$ cat config.mk
export PLATFORM = sky130hd
export DESIGN_NAME = ombc_top
export DESIGN_NICKNAME = d
export VERILOG_FILES = /design/src/ombc_pkg.sv /design/src/ombc_top.sv /design/src/ombc_mode_dec.sv
export SDC_FILE = /design/constraint.sdc
export NUM_CORES = 1
export LEC_CHECK = 0
export ABC_AREA = 1
export BUFFER_PORTS_ARGS = -buffer_cell sky130_fd_sc_hd__buf_2
export CORE_UTILIZATION = 40
export CTS_BUF_LIST = sky130_fd_sc_hd__clkbuf_4
export DETAILED_ROUTE_END_ITERATION = 10
export PLACE_DENSITY = 0.69
export SYNTH_ARGS = -nofsm -noshare
export SYNTH_HDL_FRONTEND = slang
export SYNTH_SLANG_ARGS = --single-unit
export TNS_END_PERCENT = 5
$ cat constraint.sdc
create_clock -name clk -period 2.13 [get_ports clk]
set_input_delay 0.1065 -clock clk [delete_from_list [all_inputs] [get_ports clk]]
set_output_delay 0.1065 -clock clk [all_outputs]
set_load 0.03 [all_outputs]
$ cat src/ombc_pkg.sv
// package for operating mode and bus configuration block
package ombc_pkg;
  // register map (byte addresses on apb)
  localparam logic [11:0] OMBC_SYSCTL_OFS = 12'h000;
  localparam logic [11:0] OMBC_MODE_OFS = 12'h004;
  localparam logic [11:0] OMBC_AREA_OFS = 12'h008;
  localparam logic [11:0] OMBC_DDR_OFS = 12'h00C;
  localparam logic [11:0] OMBC_STAT_OFS = 12'h010;
  // system control field positions
  localparam int OMBC_BIT_RSV10 = 10;
  localparam int OMBC_BIT_EXT = 9;
  localparam int OMBC_BIT_RAM = 8;
  localparam int OMBC_BIT_XFER = 1;
  localparam int OMBC_BIT_RSV0 = 0;
  // reset values
  localparam logic OMBC_RAM_RST = 1'h1;
  localparam logic OMBC_XFER_RST = 1'h1;
  localparam logic OMBC_EXT_RST_SINGLE = 1'h0;
  localparam logic [7:0] OMBC_AREA16_RST_M4 = 8'hFF;
  localparam logic [7:0] OMBC_AREA16_RST_OTHER = 8'h00;
  localparam logic [2:0] OMBC_DDR_RST = 3'h0;
  // memory region classes
  localparam logic [1:0] OMBC_RGN_INTERNAL = 2'h0;
  localparam logic [1:0] OMBC_RGN_EXTERNAL = 2'h1;
  localparam logic [1:0] OMBC_RGN_RESERVED = 2'h2;
  // decoded operating mode, one-hot
  typedef enum logic [6:0] {
    OMBC_MODE_1 = 7'h01,
    OMBC_MODE_2 = 7'h02,
    OMBC_MODE_4 = 7'h04,
    OMBC_MODE_5 = 7'h08,
    OMBC_MODE_6 = 7'h10,
    OMBC_MODE_7 = 7'h20,
    OMBC_MODE_BAD = 7'h40
  } ombc_mode_t;
  // pin function set for the ports
  typedef struct packed {
    logic ctrl_ab;
    logic addr_def;
    logic addr_ddr;
    logic data_h;
    logic data_i;
  } ombc_pinfn_t;
  // decode the three mode pins
  function automatic ombc_mode_t ombc_decode(input logic [2:0] pins);
    case (pins)
      3'h1: ombc_decode = OMBC_MODE_1;
      3'h2: ombc_decode = OMBC_MODE_2;
      3'h4: ombc_decode = OMBC_MODE_4;
      3'h5: ombc_decode = OMBC_MODE_5;
      3'h6: ombc_decode = OMBC_MODE_6;
      3'h7: ombc_decode = OMBC_MODE_7;
      default: ombc_decode = OMBC_MODE_BAD;
    endcase
  endfunction : ombc_decode
endpackage : ombc_pkg

$ cat src/ombc_top.sv
// operating mode and bus configuration block with apb slave
//
// Overview of operation
// RL1: mode pins 100..111 give modes 4..7
// RL2: bit 10 reads zero always
// RL3: extended modes hold bus enable at one
// RL4: single-chip bus enable resets zero, writable
// RL5: software idles bus before clearing enable
// RL6: bus enable bit gates external bus
// RL7: ram enable resets one; zero disables ram
// RL8: software avoids clearing ram enable mid-access
// RL9: bits 7..2 read zero always
// RL10: transfer mode bit resets one, selects addressing
// RL11: bit 0 reads one always
// RL12: modes 4,5 advanced, rom disabled
// RL13: mode 4 starts sixteen bit, ports DEF/HI
// RL14: mode 4 all-eight-bit areas narrow bus
// RL15: modes 4-6 ports A,B carry control
// RL16: modes 5,6 widen on any sixteen-bit area
// RL17: modes 6,7 rom on; mode 6 ddr addresses
// RL18: mode 7 external space closed until enabled
// RL19: mode 7 enabled ports follow ddr
// RL20: modes 1,2 act as mode 7
// RL21: gated region external or reserved by enable
// RL22: ram disabled maps ram region external
// RL23: software avoids reserved regions, keeps ram
// RL24: modes 4-6 extended, 7 single-chip
`timescale 1ns/10ps
module ombc_top
  import ombc_pkg::*;
#(
  parameter int AREAS = 8
) (
  // clock and reset
  input wire logic clk,
  input wire logic rst_n,
  // apb request
  input wire logic psel,
  input wire logic penable,
  input wire logic pwrite,
  input wire logic [11:0] paddr,
  input wire logic [31:0] pwdata,
  // apb answer
  output logic [31:0] prdata,
  output logic pready,
  output logic pslverr,
  // mode pins
  input wire logic [2:0] mode_pins,
  // address classification request
  input wire logic rgn_gated,
  input wire logic rgn_ram,
  // region class of the current address
  output logic [1:0] rgn_class_q,
  // system control copies
  output logic ext_bus_enable_q,
  output logic onchip_ram_enable_q,
  output logic xfer_ctrl_addr_mode_q,
  // mode-derived status
  output logic rom_enable_q,
  output logic advanced_mode_q,
  output logic bus_wide_q,
  // port pin functions
  output ombc_pinfn_t pinfn_q
);
  // latched mode
  ombc_mode_t mode_q;
  // system control flops, with the bus enable next value
  logic ext_d;
  logic ext_q;
  logic ram_q;
  logic xfer_q;
  // bus controller and port direction model
  logic [AREAS-1:0] area16_q;
  logic [2:0] ddr_q;
  logic init_q;
  // combinational results
  logic [31:0] sys_word;
  logic [31:0] rdata_d;
  ombc_pinfn_t pinfn_d;

  // address compare, shared by every register select
  function automatic logic addr_is(input logic [11:0] a, input logic [11:0] ofs);
    addr_is = (a == ofs);
  endfunction : addr_is

  // mode decoder
  ombc_mode_dec u_mode (
    .clk(clk),
    .rst_n(rst_n),
    .mode_pins(mode_pins),
    .mode_q(mode_q)
  );

  // mode groups taken from the latched one-hot mode
  wire mode_known = (mode_q != OMBC_MODE_BAD);
  wire m1 = (mode_q == OMBC_MODE_1);
  wire m2 = (mode_q == OMBC_MODE_2);
  wire m4 = (mode_q == OMBC_MODE_4);
  wire m5 = (mode_q == OMBC_MODE_5);
  wire m6 = (mode_q == OMBC_MODE_6);
  wire m7 = (mode_q == OMBC_MODE_7);
  // boot modes behave as the single-chip mode
  wire boot_mode = m1 | m2; // RL20
  wire m45 = m4 | m5; // RL12
  wire extended = m45 | m6; // RL24
  wire single_chip = m7 | boot_mode; // RL20 RL24
  // on-chip rom off where the processor runs from outside, and with an unknown mode
  wire rom_on = mode_known & ~m45; // RL12 RL17
  // width that the bus takes right after reset
  wire start16 = m4; // RL13

  // apb phases
  wire setup = psel & ~penable;
  wire acc = psel & penable;
  wire wr = acc & pwrite;
  wire rd_setup = setup & ~pwrite;
  // register selects on the byte address
  wire sel_sys = addr_is(paddr, OMBC_SYSCTL_OFS);
  wire sel_mode = addr_is(paddr, OMBC_MODE_OFS);
  wire sel_area = addr_is(paddr, OMBC_AREA_OFS);
  wire sel_ddr = addr_is(paddr, OMBC_DDR_OFS);
  wire sel_stat = addr_is(paddr, OMBC_STAT_OFS);
  wire hit = sel_sys | sel_mode | sel_area | sel_ddr | sel_stat;
  // writes commit in the access phase only
  wire wr_sys = wr & sel_sys;
  wire wr_area = wr & sel_area;
  wire wr_ddr = wr & sel_ddr;

  // bus enable next value: fixed in extended modes, free in single-chip
  // modes; an unknown pin pattern keeps the bus closed
  wire ext_wr = wr_sys & single_chip; // RL4
  wire ext_wval = pwdata[OMBC_BIT_EXT];
  assign ext_d = extended ? 1'b1 // RL3
               : ext_wr ? ext_wval // RL4
               : ext_q;

  // bus enable flop
  always_ff @(posedge clk) begin
    if (!rst_n) begin
      ext_q <= OMBC_EXT_RST_SINGLE; // RL4
    end else begin
      ext_q <= ext_d;
    end
  end

  // ram enable flop, back to one on every reset
  always_ff @(posedge clk) begin
    if (!rst_n) begin
      ram_q <= OMBC_RAM_RST; // RL7
    end else if (wr_sys) begin
      ram_q <= pwdata[OMBC_BIT_RAM]; // RL7 RL22
    end
  end

  // transfer controller address mode flop
  always_ff @(posedge clk) begin
    if (!rst_n) begin
      xfer_q <= OMBC_XFER_RST; // RL10
    end else if (wr_sys) begin
      xfer_q <= pwdata[OMBC_BIT_XFER]; // RL10
    end
  end

  // seeding flag: set once the latched mode is known
  always_ff @(posedge clk) begin
    if (!rst_n) begin
      init_q <= 1'b0;
    end else if (mode_known) begin
      init_q <= 1'b1;
    end
  end

  // seed value per mode, then per-area width bits from software
  wire seed = ~init_q & mode_known;
  wire [AREAS-1:0] area_seed = start16 ? AREAS'(OMBC_AREA16_RST_M4) : AREAS'(OMBC_AREA16_RST_OTHER); // RL13 RL18
  always_ff @(posedge clk) begin
    if (!rst_n) begin
      area16_q <= '0;
    end else if (seed) begin
      area16_q <= area_seed;
    end else if (wr_area) begin
      area16_q <= pwdata[AREAS-1:0];
    end
  end

  // port direction bits, cleared by reset
  always_ff @(posedge clk) begin
    if (!rst_n) begin
      ddr_q <= OMBC_DDR_RST;
    end else if (wr_ddr) begin
      ddr_q <= pwdata[2:0];
    end
  end

  // system control word: reserved bits tied, live bits from the flops
  always_comb begin
    sys_word = 32'h0000_0000;
    sys_word[OMBC_BIT_RSV10] = 1'b0; // RL2
    sys_word[OMBC_BIT_EXT] = ext_q;
    sys_word[OMBC_BIT_RAM] = ram_q;
    sys_word[7:2] = 6'h00; // RL9
    sys_word[OMBC_BIT_XFER] = xfer_q;
    sys_word[OMBC_BIT_RSV0] = 1'b1; // RL11
  end
  // the other words, zero-extended to the bus
  wire [31:0] mode_word = {25'h000_0000, mode_q};
  wire [31:0] area_word = 32'(area16_q);
  wire [31:0] ddr_word = {29'h0000_0000, ddr_q};
  wire [31:0] stat_word = {27'h000_0000, rom_enable_q, advanced_mode_q, bus_wide_q, ext_q, ram_q};
  // one-hot and-or read selection, zero on unmapped addresses
  assign rdata_d = ({32{sel_sys}} & sys_word)
                 | ({32{sel_mode}} & mode_word)
                 | ({32{sel_area}} & area_word)
                 | ({32{sel_ddr}} & ddr_word)
                 | ({32{sel_stat}} & stat_word);

  // pready: one access cycle after every setup, so no wait states
  always_ff @(posedge clk) begin
    if (!rst_n) begin
      pready <= 1'b0;
    end else begin
      pready <= setup;
    end
  end

  // pslverr: flags an unmapped address with the same pulse
  always_ff @(posedge clk) begin
    if (!rst_n) begin
      pslverr <= 1'b0;
    end else begin
      pslverr <= setup & ~hit;
    end
  end

  // prdata: zero outside read answers so stale words never show
  always_ff @(posedge clk) begin
    if (!rst_n) begin
      prdata <= 32'h0000_0000;
    end else begin
      prdata <= rd_setup ? rdata_d : 32'h0000_0000;
    end
  end

  // bus width per mode
  wire any16 = |area16_q;
  wire all8 = ~any16;
  // mode 4 narrows only when all areas are 8-bit; others widen on any 16-bit area
  wire wide_m4 = ~all8; // RL13 RL14
  wire wide_other = any16; // RL16
  wire wide = start16 ? wide_m4 : wide_other;
  // external side reachable only with a known mode and the enable set
  wire ext_open = ext_q & mode_known; // RL6 RL18

  // port groups: control on A/B, address on D/E/F, data on H and I
  wire ddr_addr = ddr_q[0];
  wire ddr_data_h = ddr_q[1];
  wire ddr_data_i = ddr_q[2];
  // address pins: fixed in modes 4 and 5, per direction bits otherwise
  wire addr_fixed = m45; // RL13
  wire addr_by_ddr = ext_open & ddr_addr & (m6 | single_chip); // RL17 RL19
  // data pins: H fixed once the bus is open in the extended modes, I only while the bus is also wide
  wire data_h_on = ext_open & (extended | ddr_data_h); // RL16 RL19
  wire data_i_on = ext_open & wide & (extended | ddr_data_i); // RL14 RL19
  // pin function selection
  always_comb begin
    pinfn_d = '0;
    pinfn_d.ctrl_ab = extended; // RL15
    pinfn_d.addr_def = addr_fixed | addr_by_ddr; // RL13 RL17 RL19
    pinfn_d.addr_ddr = ddr_addr;
    pinfn_d.data_h = data_h_on;
    pinfn_d.data_i = data_i_on;
  end

  // region classification: ram region first, then the gated region
  wire [1:0] ram_cls = ram_q ? OMBC_RGN_INTERNAL : OMBC_RGN_EXTERNAL; // RL22
  wire [1:0] gate_cls = ext_q ? OMBC_RGN_EXTERNAL : OMBC_RGN_RESERVED; // RL21
  // anything else stays on-chip
  wire [1:0] rgn_d = rgn_ram ? ram_cls
                   : rgn_gated ? gate_cls
                   : OMBC_RGN_INTERNAL;

  // region class output
  always_ff @(posedge clk) begin
    if (!rst_n) begin
      rgn_class_q <= OMBC_RGN_INTERNAL;
    end else begin
      rgn_class_q <= rgn_d;
    end
  end

  // bus enable copy
  always_ff @(posedge clk) begin
    if (!rst_n) begin
      ext_bus_enable_q <= 1'b0;
    end else begin
      ext_bus_enable_q <= ext_q; // RL6
    end
  end

  // ram enable copy
  always_ff @(posedge clk) begin
    if (!rst_n) begin
      onchip_ram_enable_q <= OMBC_RAM_RST;
    end else begin
      onchip_ram_enable_q <= ram_q; // RL7
    end
  end

  // transfer controller mode copy
  always_ff @(posedge clk) begin
    if (!rst_n) begin
      xfer_ctrl_addr_mode_q <= OMBC_XFER_RST;
    end else begin
      xfer_ctrl_addr_mode_q <= xfer_q; // RL10
    end
  end

  // on-chip rom enable
  always_ff @(posedge clk) begin
    if (!rst_n) begin
      rom_enable_q <= 1'b0;
    end else begin
      rom_enable_q <= rom_on; // RL12 RL17
    end
  end

  // advanced processor mode for every known mode
  always_ff @(posedge clk) begin
    if (!rst_n) begin
      advanced_mode_q <= 1'b0;
    end else begin
      advanced_mode_q <= mode_known; // RL12
    end
  end

  // external bus width
  always_ff @(posedge clk) begin
    if (!rst_n) begin
      bus_wide_q <= 1'b0;
    end else begin
      bus_wide_q <= wide;
    end
  end

  // port pin functions
  always_ff @(posedge clk) begin
    if (!rst_n) begin
      pinfn_q <= '0;
    end else begin
      pinfn_q <= pinfn_d;
    end
  end
endmodule : ombc_top

$ cat src/ombc_mode_dec.sv
// operating mode decoder, latched once after reset
`timescale 1ns/10ps
module ombc_mode_dec
  import ombc_pkg::*;
(
  // clock and reset
  input wire logic clk,
  input wire logic rst_n,
  // mode pins
  input wire logic [2:0] mode_pins,
  // decoded mode
  output ombc_mode_t mode_q
);
  logic taken_q;
  // capture mode pins in first cycle after reset release
  always_ff @(posedge clk) begin
    if (!rst_n) begin
      taken_q <= 1'b0;
      mode_q <= OMBC_MODE_BAD;
    end else if (!taken_q) begin
      taken_q <= 1'b1;
      mode_q <= ombc_decode(mode_pins); // RL1
    end
  end
endmodule : ombc_mode_dec

==> out/metrics.cfg <==
[clocking]
clk_pin_slew_worst_paths_ps = 150
cts_buffer_depth = 2
cts-htree-levels = 2
cts_root_buf = clkbuf_4
clk_latency_ps = 360
cts_tree = built
cts.sinks = 48
cts_made_buffers = 5

[timing]
worst_clock_skew_ps = 15.4
period_share_pct = 69.4
fin_crit_ps = 1480
layout_setup_ws_ps = 652
setup_tns_ps = 0
setup_viol = 0
max_freq_ghz = 0.676
final_hold_viol_count = 0
worst_pin_slew_ps = 540
rsz0062_at_grt = false
max_slew_margin_pct = 63.6
drv_slew = 0

[critical_path]
endpoint = ext_q
slowest_delay_ps = 470
ff2ff_setup_slack_ps = 650
rr_endpoint = ext_q
start_kind = flip-flop
path_class = flip-flop to flip-flop
worstPathArrival_ps = 1750
rr_worst_depth = 7
crit_start = u_mode.mode_q[0]
worstSetupEndpointType = flip-flop
path_cells = nor2_4 > inv_1 > nand3_1 > o21ai_0 > nand2_1 > nand2_1 > nand3_1
cp.required_ps = 2400
path_max_fanout = 4
r2r_start = u_mode.mode_q[0]
crit_slowest_cell = dfxtp_1

[global_route]
grt_max_degree = 24
antenna_found_initial = 0
grt_usage_pct = 17.3
grt-ovfl-total = 0
grt_pass1_vias = 1779
grt_pass1_wl_um = 8190

[power]
ir_drop_mv = 0.313
power_density_nw_per_um2 = 680
power_leakage_uw = 0.00137

[drt]
met1_length_um = 2290
vias_per_cell = 4.67
drtIter0Drc = 104
maxUsedRoutingLayer = met4
dr_wl_met3_um = 312
wirelength_um = 4990
ant_nets = 0
wl_per_cell_um = 11.1
vias = 2098
drt_pass1_iterations = 4
drcViolationCount = 0
wl_met2_um = 2350

[die]
die_h_um = 77.5
die_w_um = 77.5
ios = 101
dieArea_um2 = 6010
num_rows = 27
core_area_um2 = 5510
start_util_pct = 41.4

[cells_and_area]
multi_input_area_um2 = 1060
final_area_um2 = 2720
final_cells = 449
fillers = 558
antenna_cells = 0
regArea_um2 = 961
drive_gt1_share_pct = 22.3
areaGrowthSynthToFinish_pct = 19.1
fin_util_pct = 49.3
design.final.nets = 430

[synth]
yosys.area.top_type_share_pct = 42.1
synthMuxAreaShare_pct = 0
ys_ff_latch = 48
synth_xor_area_share_pct = 0
avgSynthCellArea_um2 = 7.38
synth-seq-area-share_pct = 42.1
synth_area_um2 = 2280
synth_edf_count = 0
yosysWarningCount = 0
yosysMostFrequentCell = nand2_1
syn-instance-count = 309
synth_common_cells = 57 x nand2_1, 48 x dfxtp_1, 46 x nor2_1
yosysTopAreaCell = dfxtp_1
yosys-top-cells-area = dfxtp_1 42%, nand2_1 9.4%, buf_4 7.6%, nor2_1 7.6%, nand3_1 6.4%
ys.flop_type = dfxtp_1
synth_top_family_by_area = simple AND/OR/NAND/NOR gates
synth-compound-area-share_pct = 9.49
synth_fa_ha_area_share_pct = 0
async_flop_share_pct = 0
synth_cell_type_count = 32
synthSimpleGateAreaFrac_pct = 33.4

[placed_design]
dpl_cell_area_um2 = 2560
dp_hpwl_um = 3810
gp_congestion = 0.840
post-place-ws_ps = 656
port_buffers = 56
place_inst = 434

[worst_hold_path]
hold_class = input pin to flip-flop

[outcome]
run_status = complete, no violations

[run]
drv_cap = 0

flip-flops by register name, indices dropped and copies added, names as in the netlist, 2 cells and up:
register / flops
rgn_class_q: 2
prdata: 10
pinfn_q: 5
u_mode.mode_q: 7
area16_q: 8
ddr_q: 3
power by group:
group	internal, uW	total, uW	switching (uW)
Combinational	102	322	220
Sequential	941	976	35.4
Clock	251	549	298
kinds of logic (layout without fill, tap and decap cells):
logic type | after synthesis | after routing
flip-flops | 48 | 48
AND/OR/NAND/NOR | 159 | 159
other | 1 | 22
AO/OA/AOI/OAI | 36 | 36
buffers and inverters | 65 | 112
cell type report:
type,instances,area share (%)
multi-input cells,217,39.1
flip-flops and latches,48,35.4
repair buffers,66,13.7
inverters,38,5.44
well taps,72,3.32
clock inverters,3,1.70
clock buffers,5,1.38
layer usage:
layer  global-route usage (%)  vias up
li1                         -     1078
met1                     22.2      945
met2                     29.1       71
met3                     3.65        4
met4                     5.09        0
met5                        0        -
cell usage in the layout, fill, tap and decap left out, types with 2 or more instances in the layout:
| cell type | n |
|---|---|
| and2_1 | 2 |
| nor2_4 | 3 |
| buf_2 | 56 |
| o21ai_0 | 14 |
| dlygate4sd3_1 | 7 |
| nand2_1 | 57 |
| nor3_1 | 5 |
| inv_1 | 35 |
| nor2_1 | 46 |
| inv_2 | 2 |
| nor2_2 | 2 |
| nand4_1 | 3 |
| nor3_2 | 2 |
| buf_4 | 3 |
| a2111oi_0 | 2 |
| clkbuf_4 | 5 |
| conb_1 | 22 |
| dfxtp_1 | 48 |
| nand3_1 | 29 |
| a211oi_1 | 2 |
| o211ai_1 | 3 |
| nor4_1 | 2 |
| a21oi_1 | 12 |
| nand2_4 | 3 |
timing repair:
item,4_1_cts,5_1_grt
hold buffers,7,0
buffers inserted,0,0
gates resized for setup,0,0
endpoints found under the hold margin,7,0
worst min-delay path by stage:
| stage | slack (ps) | depth (start not counted) | endpoint | start |
|---|---|---|---|---|
| 2_1_floorplan | 130 | 0 | u_mode.taken_q | rst_n |
| 3_3_place_gp | 310 | 2 | rgn_class_q[1] | rgn_ram |
| 3_5_place_dp | 300 | 2 | pready | penable |
| 4_1_cts | 5 | 3 | pready | rst_n |
| 5_1_grt | 6 | 3 | pready | rst_n |
| 6_report | 20 | 3 | pready | rst_n |
critical path, delay by kind of cell, from the launching register on:
kind	cells	cell delay, ps
flip-flops	1	470
AO/OA/AOI/OAI	1	450
AND/OR/NAND/NOR	5	390
buffers and inverters	1	90
stage by stage:
stage               hold WS, ps  total power (uW)
detailed placement          301              1310
global placement            305              1300
CTS                        4.78              1860
finish                     19.4              1850
floorplan                   134              1240
global route               5.85              1940
No activity file was read; power rests on OpenSTA's default activity.
